### config.mk
export PLATFORM = sky130hd
export DESIGN_NAME = core_status_option_config
export DESIGN_NICKNAME = d
export VERILOG_FILES = /design/src/core_cfg_pkg.sv /design/src/config_decode_if.sv /design/src/config_word_decode.sv /design/src/core_status_option_config.sv
export SDC_FILE = /design/constraint.sdc
export NUM_CORES = 1
export LEC_CHECK = 0
export BUFFER_PORTS_ARGS = -buffer_cell sky130_fd_sc_hd__buf_2
export CORE_MARGIN = 4
export CORE_UTILIZATION = 25
export DETAILED_ROUTE_END_ITERATION = 12
export PLACE_DENSITY = 0.54
export SLEW_MARGIN = 25
export SYNTH_ARGS = -nofsm -noshare
export SYNTH_HDL_FRONTEND = slang
export SYNTH_HIERARCHICAL = 1
export SYNTH_SLANG_ARGS = --single-unit
### constraint.sdc
create_clock -name clk_sys_in -period 3.5 [get_ports clk_sys_in]
set_input_delay 0.175 -clock clk_sys_in [delete_from_list [all_inputs] [get_ports clk_sys_in]]
set_output_delay 0.175 -clock clk_sys_in [all_outputs]
set_load 0.02 [all_outputs]
### src/core_cfg_pkg.sv
// constants shared by the core status, option and configuration logic
package core_cfg_pkg;

    localparam int          DATA_ADDR_W       = 5;
    localparam logic [4:0]  ALU_FLAGS_ADDR    = 5'h03;

    // status bit positions
    localparam int          ST_CARRY          = 0;
    localparam int          ST_NIBBLE_CARRY   = 1;
    localparam int          ST_ZERO           = 2;
    localparam int          ST_POWERDOWN      = 3;
    localparam int          ST_TIMEOUT        = 4;
    localparam int          ST_PAGE_LOW       = 5;
    localparam int          ST_PAGE_HIGH      = 6;
    localparam int          ST_SPARE_PAGE     = 7;
    localparam logic [7:0]  STATUS_RESET      = 8'h18;

    // option register
    localparam int          OPTION_W          = 6;
    localparam logic [5:0]  OPTION_RESET      = 6'h3f;
    localparam int          OPT_SOURCE        = 5;
    localparam int          OPT_EDGE          = 4;
    localparam int          OPT_ASSIGN        = 3;
    localparam int          OPT_RATE_HI       = 2;
    localparam int          OPT_RATE_LO       = 0;

    // configuration word
    localparam int          CONFIG_W          = 12;
    localparam int          CFG_OSC_HI        = 1;
    localparam int          CFG_OSC_LO        = 0;
    localparam int          CFG_WATCHDOG_EN   = 2;
    localparam int          CFG_PROTECT_HI    = 11;
    localparam int          CFG_PROTECT_LO    = 3;
    localparam int          CFG_PROTECT_W     = 9;
    localparam logic [11:0] CONFIG_RESET      = 12'hfff;

    localparam logic [1:0]  OSC_LOW_POWER     = 2'b00;
    localparam logic [1:0]  OSC_STANDARD      = 2'b01;
    localparam logic [1:0]  OSC_HIGH_SPEED    = 2'b10;
    localparam logic [1:0]  OSC_RC            = 2'b11;

    typedef enum logic [1:0] {
        osc_low_power_crystal,
        osc_standard_crystal,
        osc_high_speed_crystal,
        osc_rc
    } osc_kind_t;

endpackage

### src/config_decode_if.sv
// carrier between the top and the configuration word decoder
`timescale 1ns/1ps
`default_nettype none
interface config_decode_if;
    import core_cfg_pkg::*;
    logic [CONFIG_W-1:0] config_word;
    osc_kind_t           osc_kind;
    logic                watchdog_on;
    logic                protect_on;

    modport decoder (input config_word, output osc_kind, output watchdog_on, output protect_on);
    modport user    (output config_word, input osc_kind, input watchdog_on, input protect_on);
endinterface
`default_nettype wire

### src/config_word_decode.sv
// combinational decode of the non-volatile configuration word
`timescale 1ns/1ps
`default_nettype none
module config_word_decode #(
    parameter bit NEWER_VARIANT = 1'b1
) (
    config_decode_if.decoder cfg
);
    import core_cfg_pkg::*;

    wire [1:0] osc_bits = cfg.config_word[CFG_OSC_HI:CFG_OSC_LO];
    wire [CFG_PROTECT_W-1:0] protect_bits = cfg.config_word[CFG_PROTECT_HI:CFG_PROTECT_LO];
    // older parts carry one protect bit in the lowest protect position
    wire protect_new = ~&protect_bits;
    wire protect_old = ~protect_bits[0];

    always_comb begin
        case (osc_bits)
            OSC_LOW_POWER:  cfg.osc_kind = osc_low_power_crystal;
            OSC_STANDARD:   cfg.osc_kind = osc_standard_crystal;
            OSC_HIGH_SPEED: cfg.osc_kind = osc_high_speed_crystal;
            OSC_RC:         cfg.osc_kind = osc_rc;
            default:        cfg.osc_kind = osc_rc;
        endcase
    end

    assign cfg.watchdog_on = cfg.config_word[CFG_WATCHDOG_EN];
    assign cfg.protect_on  = NEWER_VARIANT ? protect_new : protect_old;
endmodule // config_word_decode
`default_nettype wire

### src/core_status_option_config.sv
// status register, option register and configuration decode of the core
// Operation
// - status register sits at data address 03h
// - flag-updating instructions override written zero/carries
// - time-out and power-down flags ignore writes
// - clear-file clears page bits, sets zero
// - bits 6-5 preselect program page
// - option is six-bit write-only prescaler control
// - option-load instruction copies working register in
// - reset sets option bits 5-0, 7-6 zero
// - option bit 5 selects timer source
// - option bit 4 selects external edge
// - option bit 3 assigns shared prescaler (code gates only the watchdog division; timer division stays rate plus one)
// - rate field sets timer/watchdog division
// - config bits 1-0 select oscillator type
// - config bit 2 enables watchdog
// - newer parts: bits 11-3 code protection
// - older parts: single code protection bit
`timescale 1ns/1ps
`default_nettype none
module core_status_option_config #(
    parameter bit LARGE_PROGRAM  = 1'b1,
    parameter bit NEWER_VARIANT  = 1'b1
) (
    input  wire logic                                   clk_sys_in,
    input  wire logic                                   reset_in,
    // file register access from the execution logic
    input  wire logic [core_cfg_pkg::DATA_ADDR_W-1:0]   file_addr_in,
    input  wire logic                                   file_wr_in,
    input  wire logic [7:0]                             file_wr_data_in,
    input  wire logic                                   file_rd_in,
    input  wire logic                                   clear_file_instr_in,
    // flag results of the executing instruction
    input  wire logic                                   zero_update_in,
    input  wire logic                                   nibble_carry_update_in,
    input  wire logic                                   carry_update_in,
    input  wire logic                                   zero_result_in,
    input  wire logic                                   nibble_carry_result_in,
    input  wire logic                                   carry_result_in,
    // reset-status events
    input  wire logic                                   power_up_in,
    input  wire logic                                   watchdog_clear_instr_in,
    input  wire logic                                   sleep_instr_in,
    input  wire logic                                   watchdog_timeout_in,
    // option load
    input  wire logic                                   option_load_in,
    input  wire logic [7:0]                             work_reg_in,
    // configuration word
    input  wire logic [core_cfg_pkg::CONFIG_W-1:0]      config_word_in,
    // results
    output logic [7:0]                                  file_rd_data_out,
    output logic                                        file_rd_hit_out,
    output logic [7:0]                                  alu_and_reset_flags_out,
    output logic [1:0]                                  page_select_out,
    output logic [7:0]                                  timer_prescaler_setup_out,
    output logic                                        timer_source_select_out,
    output logic                                        timer_edge_select_out,
    output logic                                        prescaler_assign_out,
    output logic [2:0]                                  prescaler_rate_out,
    output logic [3:0]                                  timer_div_log2_out,
    output logic [3:0]                                  watchdog_div_log2_out,
    output logic [1:0]                                  oscillator_type_select_out,
    output logic                                        watchdog_enable_bit_out,
    output logic                                        code_protect_on_out
);
    import core_cfg_pkg::*;

    logic [7:0]          status_q;
    logic [7:0]          status_d;
    logic [OPTION_W-1:0] option_q;
    logic [OPTION_W-1:0] option_d;
    logic [CONFIG_W-1:0] config_q;

    config_decode_if cfg_bus ();

    config_word_decode #(
        .NEWER_VARIANT (NEWER_VARIANT)
    ) u_decode (
        .cfg (cfg_bus.decoder)
    );

    assign cfg_bus.config_word = config_q;

    // address decode
    wire status_hit   = (file_addr_in == ALU_FLAGS_ADDR);
    wire status_write = file_wr_in & status_hit;
    wire clear_write  = status_write & clear_file_instr_in;

    // written value with clear-file forcing page bits low and zero high
    wire [7:0] write_value = clear_write ? {3'b000, status_q[ST_TIMEOUT],
                                            status_q[ST_POWERDOWN], 1'b1,
                                            status_q[ST_NIBBLE_CARRY],
                                            status_q[ST_CARRY]}
                                         : file_wr_data_in;

    wire [7:0] after_write = status_write ? write_value : status_q;

    // flag results win over the written bits
    wire zero_next  = zero_update_in ? zero_result_in : after_write[ST_ZERO];
    wire nib_next   = nibble_carry_update_in ? nibble_carry_result_in
                                             : after_write[ST_NIBBLE_CARRY];
    wire carry_next = carry_update_in ? carry_result_in : after_write[ST_CARRY];

    // the set events win over the clearing event if they coincide
    wire timeout_set   = power_up_in | watchdog_clear_instr_in | sleep_instr_in;
    wire timeout_next  = timeout_set ? 1'b1
                       : (watchdog_timeout_in ? 1'b0 : status_q[ST_TIMEOUT]);
    wire powerdown_set = power_up_in | watchdog_clear_instr_in;
    wire powerdown_next = powerdown_set ? 1'b1
                        : (sleep_instr_in ? 1'b0 : status_q[ST_POWERDOWN]);

    assign status_d = {after_write[ST_SPARE_PAGE],
                       after_write[ST_PAGE_HIGH],
                       after_write[ST_PAGE_LOW],
                       timeout_next,
                       powerdown_next,
                       zero_next,
                       nib_next,
                       carry_next};

    // option has no path other than the option-load instruction
    assign option_d = option_load_in ? work_reg_in[OPTION_W-1:0] : option_q;

    wire [2:0] rate_next = option_d[OPT_RATE_HI:OPT_RATE_LO];
    // timer division is the rate field plus one; watchdog division is the rate field while option bit 3 is set, else zero
    wire [3:0] timer_log2_next = {1'b0, rate_next} + 4'h1;
    wire [3:0] wdt_log2_next   = option_d[OPT_ASSIGN] ? {1'b0, rate_next} : 4'h0;

    wire [1:0] page_next = LARGE_PROGRAM ? status_d[ST_PAGE_HIGH:ST_PAGE_LOW]
                                         : 2'b00;

    always_ff @(posedge clk_sys_in) begin
        if (reset_in) begin
            status_q <= STATUS_RESET;
            option_q <= OPTION_RESET;
            config_q <= CONFIG_RESET;
        end else begin
            status_q <= status_d;
            option_q <= option_d;
            config_q <= config_word_in;
        end
    end

    // read port: status only; other addresses answer zero with no hit
    always_ff @(posedge clk_sys_in) begin
        if (reset_in) begin
            file_rd_data_out <= 8'h00;
            file_rd_hit_out  <= 1'b0;
        end else begin
            file_rd_data_out <= (file_rd_in & status_hit) ? status_q : 8'h00;
            file_rd_hit_out  <= file_rd_in & status_hit;
        end
    end

    always_ff @(posedge clk_sys_in) begin
        if (reset_in) begin
            alu_and_reset_flags_out   <= STATUS_RESET;
            page_select_out           <= 2'b00;
            timer_prescaler_setup_out <= {2'b00, OPTION_RESET};
            timer_source_select_out   <= OPTION_RESET[OPT_SOURCE];
            timer_edge_select_out     <= OPTION_RESET[OPT_EDGE];
            prescaler_assign_out      <= OPTION_RESET[OPT_ASSIGN];
            prescaler_rate_out        <= OPTION_RESET[OPT_RATE_HI:OPT_RATE_LO];
            timer_div_log2_out        <= {1'b0, OPTION_RESET[OPT_RATE_HI:OPT_RATE_LO]} + 4'h1;
            watchdog_div_log2_out     <= {1'b0, OPTION_RESET[OPT_RATE_HI:OPT_RATE_LO]};
        end else begin
            alu_and_reset_flags_out   <= status_d;
            page_select_out           <= page_next;
            timer_prescaler_setup_out <= {2'b00, option_d};
            timer_source_select_out   <= option_d[OPT_SOURCE];
            timer_edge_select_out     <= option_d[OPT_EDGE];
            prescaler_assign_out      <= option_d[OPT_ASSIGN];
            prescaler_rate_out        <= rate_next;
            timer_div_log2_out        <= timer_log2_next;
            watchdog_div_log2_out     <= wdt_log2_next;
        end
    end

    always_ff @(posedge clk_sys_in) begin
        if (reset_in) begin
            oscillator_type_select_out <= OSC_RC;
            watchdog_enable_bit_out    <= 1'b1;
            code_protect_on_out        <= 1'b0;
        end else begin
            oscillator_type_select_out <= cfg_bus.osc_kind;
            watchdog_enable_bit_out    <= cfg_bus.watchdog_on;
            code_protect_on_out        <= cfg_bus.protect_on;
        end
    end

endmodule // core_status_option_config
`default_nettype wire

==> impl_metrics.tcl, run 1 <==
set metrics [dict create \
    clock_path_buffers 2 \
    post_route_cells_drive_above_1_share_pct 48.91 \
    cp.arrival_ns 1.50 \
    yosysTopAreaCell "dfxtp_1" \
    period_share_pct 35.88 \
    cts_root_buf "clkbuf_8" \
    hold_viol 0 \
    cts_sinks 46 \
    io_pins 94 \
    post_cts_resized 0 \
    critical_path_class "in -> reg" \
    grt_overflow_total 0 \
    drtPass1Iterations 4 \
    setup_viol 0 \
    cts_tree "done" \
    numCtsBuffers 5 \
    synthCells 153 \
    drv_slew 0 \
    top_layer_used "met4" \
    tightest_slew_ns 0.5922 \
    vias 1272 \
    synth_ff_type "dfxtp_1" \
    dp_hpwl_um 2713 \
    startpoint_type "primary input" \
    grt_pass1_vias 1210 \
    total_leakage_power_uw 0.0009897 \
    ys_top_cells_by_area "dfxtp_1 (58%), or2_2 (5.9%), buf_4 (5.7%)" \
    finalClockSkew_ns 0.002187 \
    period_minus_slack_ns 1.256 \
    grt_max_degree 35 \
    initial_core_util_pct 26.22 \
    syn_area_sq_um 1589 \
    rsz0062_at_grt "false" \
    syn_to_final_growth_pct 32.76 \
    end_kind "flop" \
    totalWireLength_um 3507 \
    grt_pass1_wl_um 5271 \
    timing.setup.tns_ns 0 \
    nets 278 \
    synth-seq-cells 46 \
    path_cells "buf_2 -> or4b_1 -> nor3_4 -> and2_1" \
    clkTransAtPathRegs_ns 0.08 \
    cts_htree_levels 2 \
    maxSlewHeadroom_pct 60.52 \
    drc 0 \
    yosysSeqAreaShare_pct 57.95 \
    synth_top_area_share_pct 57.95 \
    clock_latency_ns 0.29 \
    portBuffers 86 \
    critPathSlowestCell "or4b_1" \
    max-cap-violations 0 \
    rows 28 \
    num_antenna_cells 0 \
    syn_avg_cell_area_sq_um 10.39 \
    whs_ns 0.06462 \
    outcome "completed" \
    synth_cell_type_count 34 \
    synth_edf_count 0 \
    fp.dieW_um 87.73 \
    mostFrequentLayoutCells "buf_2 (86), dfxtp_1 (46), or2_2 (15)" \
    max_freq_ghz 0.7963 \
    hp-class "in -> reg" \
    p_per_area_nw_per_um2 506.6 \
    via_per_inst 4.184 \
    drtAntennaViolNets 0 \
    postCtsSetupRepairBufs 0 \
    critPathMaxFanout 8 \
    synthArstFlopShare_pct 0 \
    ctsHoldBuffers 0 \
    finalPower_uw 1069 \
    drt_iter0_markers 40 \
    critPathMaxStageDelay_ns 0.71 \
    routed-wl-met3_um 354 \
    antenna_found_initial 0 \
    irDropWorstVdd_mv 0.2893 \
    pre_cts_slack_ns 1.919 \
    dieArea_sq_um 7696 \
    die_h_um 87.73 \
    yosys_warnings 6 \
    gp_congestion 0.7228 \
    cp.required_ns 3.74 \
    wl_met2_um 1638 \
    routedWlPerCell_um 11.54 \
    gr-usage-all-layers_pct 8.745 \
    final_common_cell "buf_2" \
    fillCellCount 646 \
    worst_slack_ns 2.244 \
    regArea_sq_um 920.9 \
    coreArea_sq_um 6061 \
    wl_met1_um 1456 \
    multi_input_area_sq_um 520.5 \
]
-- where the power goes --
| group | internal [uW] | switching (uW) | leakage (uW) |
|---|---|---|---|
| clock network | 213 | 171 | 0.0000514 |
| registers | 549 | 9.08 | 0.000380 |
| logic | 53.4 | 73.9 | 0.000558 |
| total | 815 | 254 | 0.000990 |
-- sequential cells by signal, summed over array words and instances (netlist names) --
register and cells:
watchdog_div_log2_out 3, file_rd_hit_out 1, alu_and_reset_flags_out 6, cfg_bus.config_word 12
watchdog_enable_bit_out 1, page_select_out 2, timer_prescaler_setup_out 6, file_rd_data_out 8
oscillator_type_select_out 2, code_protect_on_out 1, timer_div_log2_out 4
-- synthesized netlist by cell type (2+ instances only) --
library cell / count
a211o_1: 2
a21oi_1: 5
a221oi_1: 2
a41oi_1: 2
and2_1: 7
buf_4: 12
clkbuf_1: 6
dfxtp_1: 46
inv_1: 9
mux2_2: 2
nand2_1: 4
nand4_1: 4
nor2_1: 6
nor2b_1: 6
nor3_1: 2
nor4_1: 2
o21ai_0: 4
o31ai_1: 2
or2_2: 15
-- stage by stage --
step                instances  util, %  instance area [sq um]
floorplan                 155        -                   1597
global route              304    34.81                   2110
CTS                       304    34.81                   2110
global placement          296    32.99                   1999
finish                    304    34.81                   2110
detailed placement        296    32.99                   1999
-- routing by layer --
metal	track usage [%]	up-vias
li1	-	642
met3	3.575	8
met5	0	-
met4	3.347	0
met1	9.989	568
met2	14.59	54
-- critical path, delay by kind of cell --
family / cells / cell delay [ns]
buffers and inverters: 1 / 0.11
AND/OR/NAND/NOR: 3 / 1.21
-- kinds of logic (layout without fill, tap and decap cells) --
logic type,count (synthesis),in the layout,share of synthesized area [%]
AO/OA/AOI/OAI,19,19,8.111
AND/OR/NAND/NOR,53,53,20.55
multiplexers,3,3,2.047
other,1,3,0.2360
flip-flops,46,46,57.95
buffers and inverters,29,103,9.763
adder cells (fa/ha/maj),1,1,0.7873
XOR/XNOR,1,1,0.5513
-- cell type report --
type | instances | area share [%]
Multi-Input combinational cell | 80 | 24.67
Timing Repair Buffer | 86 | 20.40
Inverter | 9 | 1.601
Sequential cell | 46 | 43.65
Clock buffer | 6 | 3.440
Clock inverter | 2 | 1.779
Tap cell | 75 | 4.448
-- worst paths after layout --
path / from / end / slack, ns / cells after the start
hold reg to reg: cfg_bus.config_word[2] / watchdog_enable_bit_out / 0.41 / 1
hold / removal: config_word_in[4] / cfg_bus.config_word[4] / 0.06 / 2
setup / recovery: file_addr_in[3] / file_rd_data_out[6] / 2.24 / 4
setup reg to reg: timer_prescaler_setup_out[0] / timer_div_log2_out[2] / 2.35 / 4
(Power assumes the default switching activity.)
==> inputs of run 2 (changes only) <==
--- a/config.mk
+++ b/config.mk
@@ -9,7 +9,7 @@
 export CORE_MARGIN = 4
 export CORE_UTILIZATION = 25
 export DETAILED_ROUTE_END_ITERATION = 12
-export PLACE_DENSITY = 0.54
+export PLACE_DENSITY = 0.56
 export SLEW_MARGIN = 25
 export SYNTH_ARGS = -nofsm -noshare
 export SYNTH_HDL_FRONTEND = slang
==> constraint.sdc (replaced) <==
create_clock -name clk_sys_in -period 1 [get_ports clk_sys_in]
set_input_delay 0.05 -clock clk_sys_in [delete_from_list [all_inputs] [get_ports clk_sys_in]]
set_output_delay 0.05 -clock clk_sys_in [all_outputs]
set_load 0.02 [all_outputs]
==> impl_metrics.tcl, run 2 (same netlist as run 1, synthesis figures left out) <==
set metrics [dict create \
    outcome "finished with violations" \
    violations "setup timing" \
    clkTransAtPathRegs_ns 0.09 \
    cts_htree_levels 2 \
    largest_reg_flops 12 \
    totalWireLength_um 3992 \
    switchingPower_uw 931.0 \
    total_leakage_power_uw 0.001190 \
    num_antenna_cells 0 \
    syn_to_final_growth_pct 59.37 \
    rows 28 \
    routedWlPerCell_um 11.71 \
    pwr-share-clk_pct 32.9 \
    clock_path_buffers 2 \
    clock_latency_ns 0.29 \
    worst_slack_ns -0.06071 \
    fp.dieW_um 87.73 \
    cts_tree "done" \
    period_minus_slack_ns 1.061 \
    max-cap-violations 0 \
    fin_area_sq_um 2532 \
    power_frac_seq_pct 51.3 \
    grt_pass1_vias 1397 \
    antenna_found_initial 0 \
    cp.arrival_ns 1.25 \
    cts_root_buf "clkbuf_8" \
    cp.required_ns 1.19 \
    end_kind "flop" \
    internal-power_uw 2877 \
    dieArea_sq_um 7696 \
    io_pins 94 \
    fillCellCount 600 \
    cts_sinks 46 \
    grt_overflow_total 0 \
    critPathMaxFanout 2 \
    drc 0 \
    p_per_area_nw_per_um2 1504 \
    switching_share_pct 24.45 \
    via_per_inst 4.097 \
    drv_slew 0 \
    drtAntennaViolNets 0 \
    die_h_um 87.73 \
    finalClockSkew_ns 0.005345 \
    gp_congestion 0.7860 \
    period_share_pct 106.1 \
    mostFrequentLayoutCells "buf_2 (82), dfxtp_1 (43), dlygate4sd3_1 (24)" \
    pwr-share-comb_pct 15.8 \
    portBuffers 86 \
    grt_pass1_wl_um 6106 \
    final_common_cell "buf_2" \
    drt_iter0_markers 16 \
    hold_viol 0 \
    critical_path_class "reg -> reg" \
    numCtsBuffers 5 \
    initial_core_util_pct 26.22 \
    post_route_cells_drive_above_1_share_pct 50.75 \
    dp_hpwl_um 2975 \
    vias 1397 \
    rsz0062_at_grt "true" \
    coreArea_sq_um 6061 \
    startpoint_type "flop" \
    nets 315 \
    setup_viol 4 \
    timing.setup.tns_ns -0.1539 \
    hp-class "in -> reg" \
    irDropWorstVdd_mv 0.6613 \
    max_freq_ghz 0.9428 \
    gr-usage-all-layers_pct 10.11 \
    drtPass1Iterations 3 \
    postPlaceCellArea_sq_um 2148 \
    grt_max_degree 22 \
]
-- run 2: cell count changes in the layout (fill, tap and decap cells not counted), sizes merged --
cell	previous run	this run
clkinv	0	1
dlygate4sd3	0	24
bufinv	1	0
clkinvlp	1	0
buf	86	99
inv	9	10
-- run 2: what timing repair did --
item | in CTS | in global routing
hold buffers | 23 | 1
hold endpoints to repair | 20 | 1
pin swaps | 2 | 4
setup endpoints to repair | 13 | 17
resized for setup | 1 | 7
setup buffers | 0 | 1
-- run 2: layout make-up --
class	instances	area [sq um]	share of cell area, %
tap	75	93.84	3.706
multi-input combinational	80	559.3	22.08
sequential	46	927.1	36.61
clock inverter	2	13.76	0.5435
clock buffer	6	93.84	3.706
timing repair buffer	123	810.8	32.02
inverter	9	33.78	1.334
-- run 2: metrics by stage --
step | worst slack, ns | instances | hold WS [ns] | total power (uW) | util [%]
global route | -0.1004 | 341 | 0.01207 | 4048 | 41.78
finish | -0.06071 | 341 | 0.02650 | 3808 | 41.78
CTS | -0.06605 | 339 | 0.001790 | 3873 | 41.06
detailed placement | -0.3315 | 308 | 0.2363 | 2513 | 35.45
global placement | -0.2908 | 308 | 0.2332 | 2510 | 35.45
floorplan | -0.1575 | 155 | 0.1348 | 2296 | -
-- run 2: layer usage --
metal / up-vias / GRT usage (%) / part of all wire, %
met5: - / 0 / 0
met4: 0 / 2.929 / 0.78
li1: 709 / - / -
met3: 4 / 3.763 / 8.3
met1: 635 / 11.72 / 40
met2: 49 / 17.40 / 51
-- run 2: power groups by stage --
stage | registers, uW | clock network [uW] | logic [uW]
after global placement | 2000 | 0 | 514
after detailed placement | 2000 | 0 | 517
after global routing | 1970 | 1430 | 652
final | 1950 | 1250 | 600
after floorplan | 2070 | 0 | 221
after CTS | 1950 | 1330 | 588
-- run 2: worst paths after layout --
path	startpoint	slack, ns	cells past startpoint	to
worst min register to register	cfg_bus.config_word[1]	0.41	1	oscillator_type_select_out[1]
worst max register to register	timer_prescaler_setup_out[1]	-0.06	3	timer_div_log2_out[1]
worst max-delay path	timer_prescaler_setup_out[1]	-0.06	3	timer_div_log2_out[1]
worst min-delay path	file_wr_data_in[6]	0.03	3	page_select_out[1]
-- run 2: worst max-delay path, cell delays in order, from the launching register on --
cell	delay, ns
dfxtp_2	0.33
mux2_4	0.29
ha_4	0.23
nor2b_1	0.12
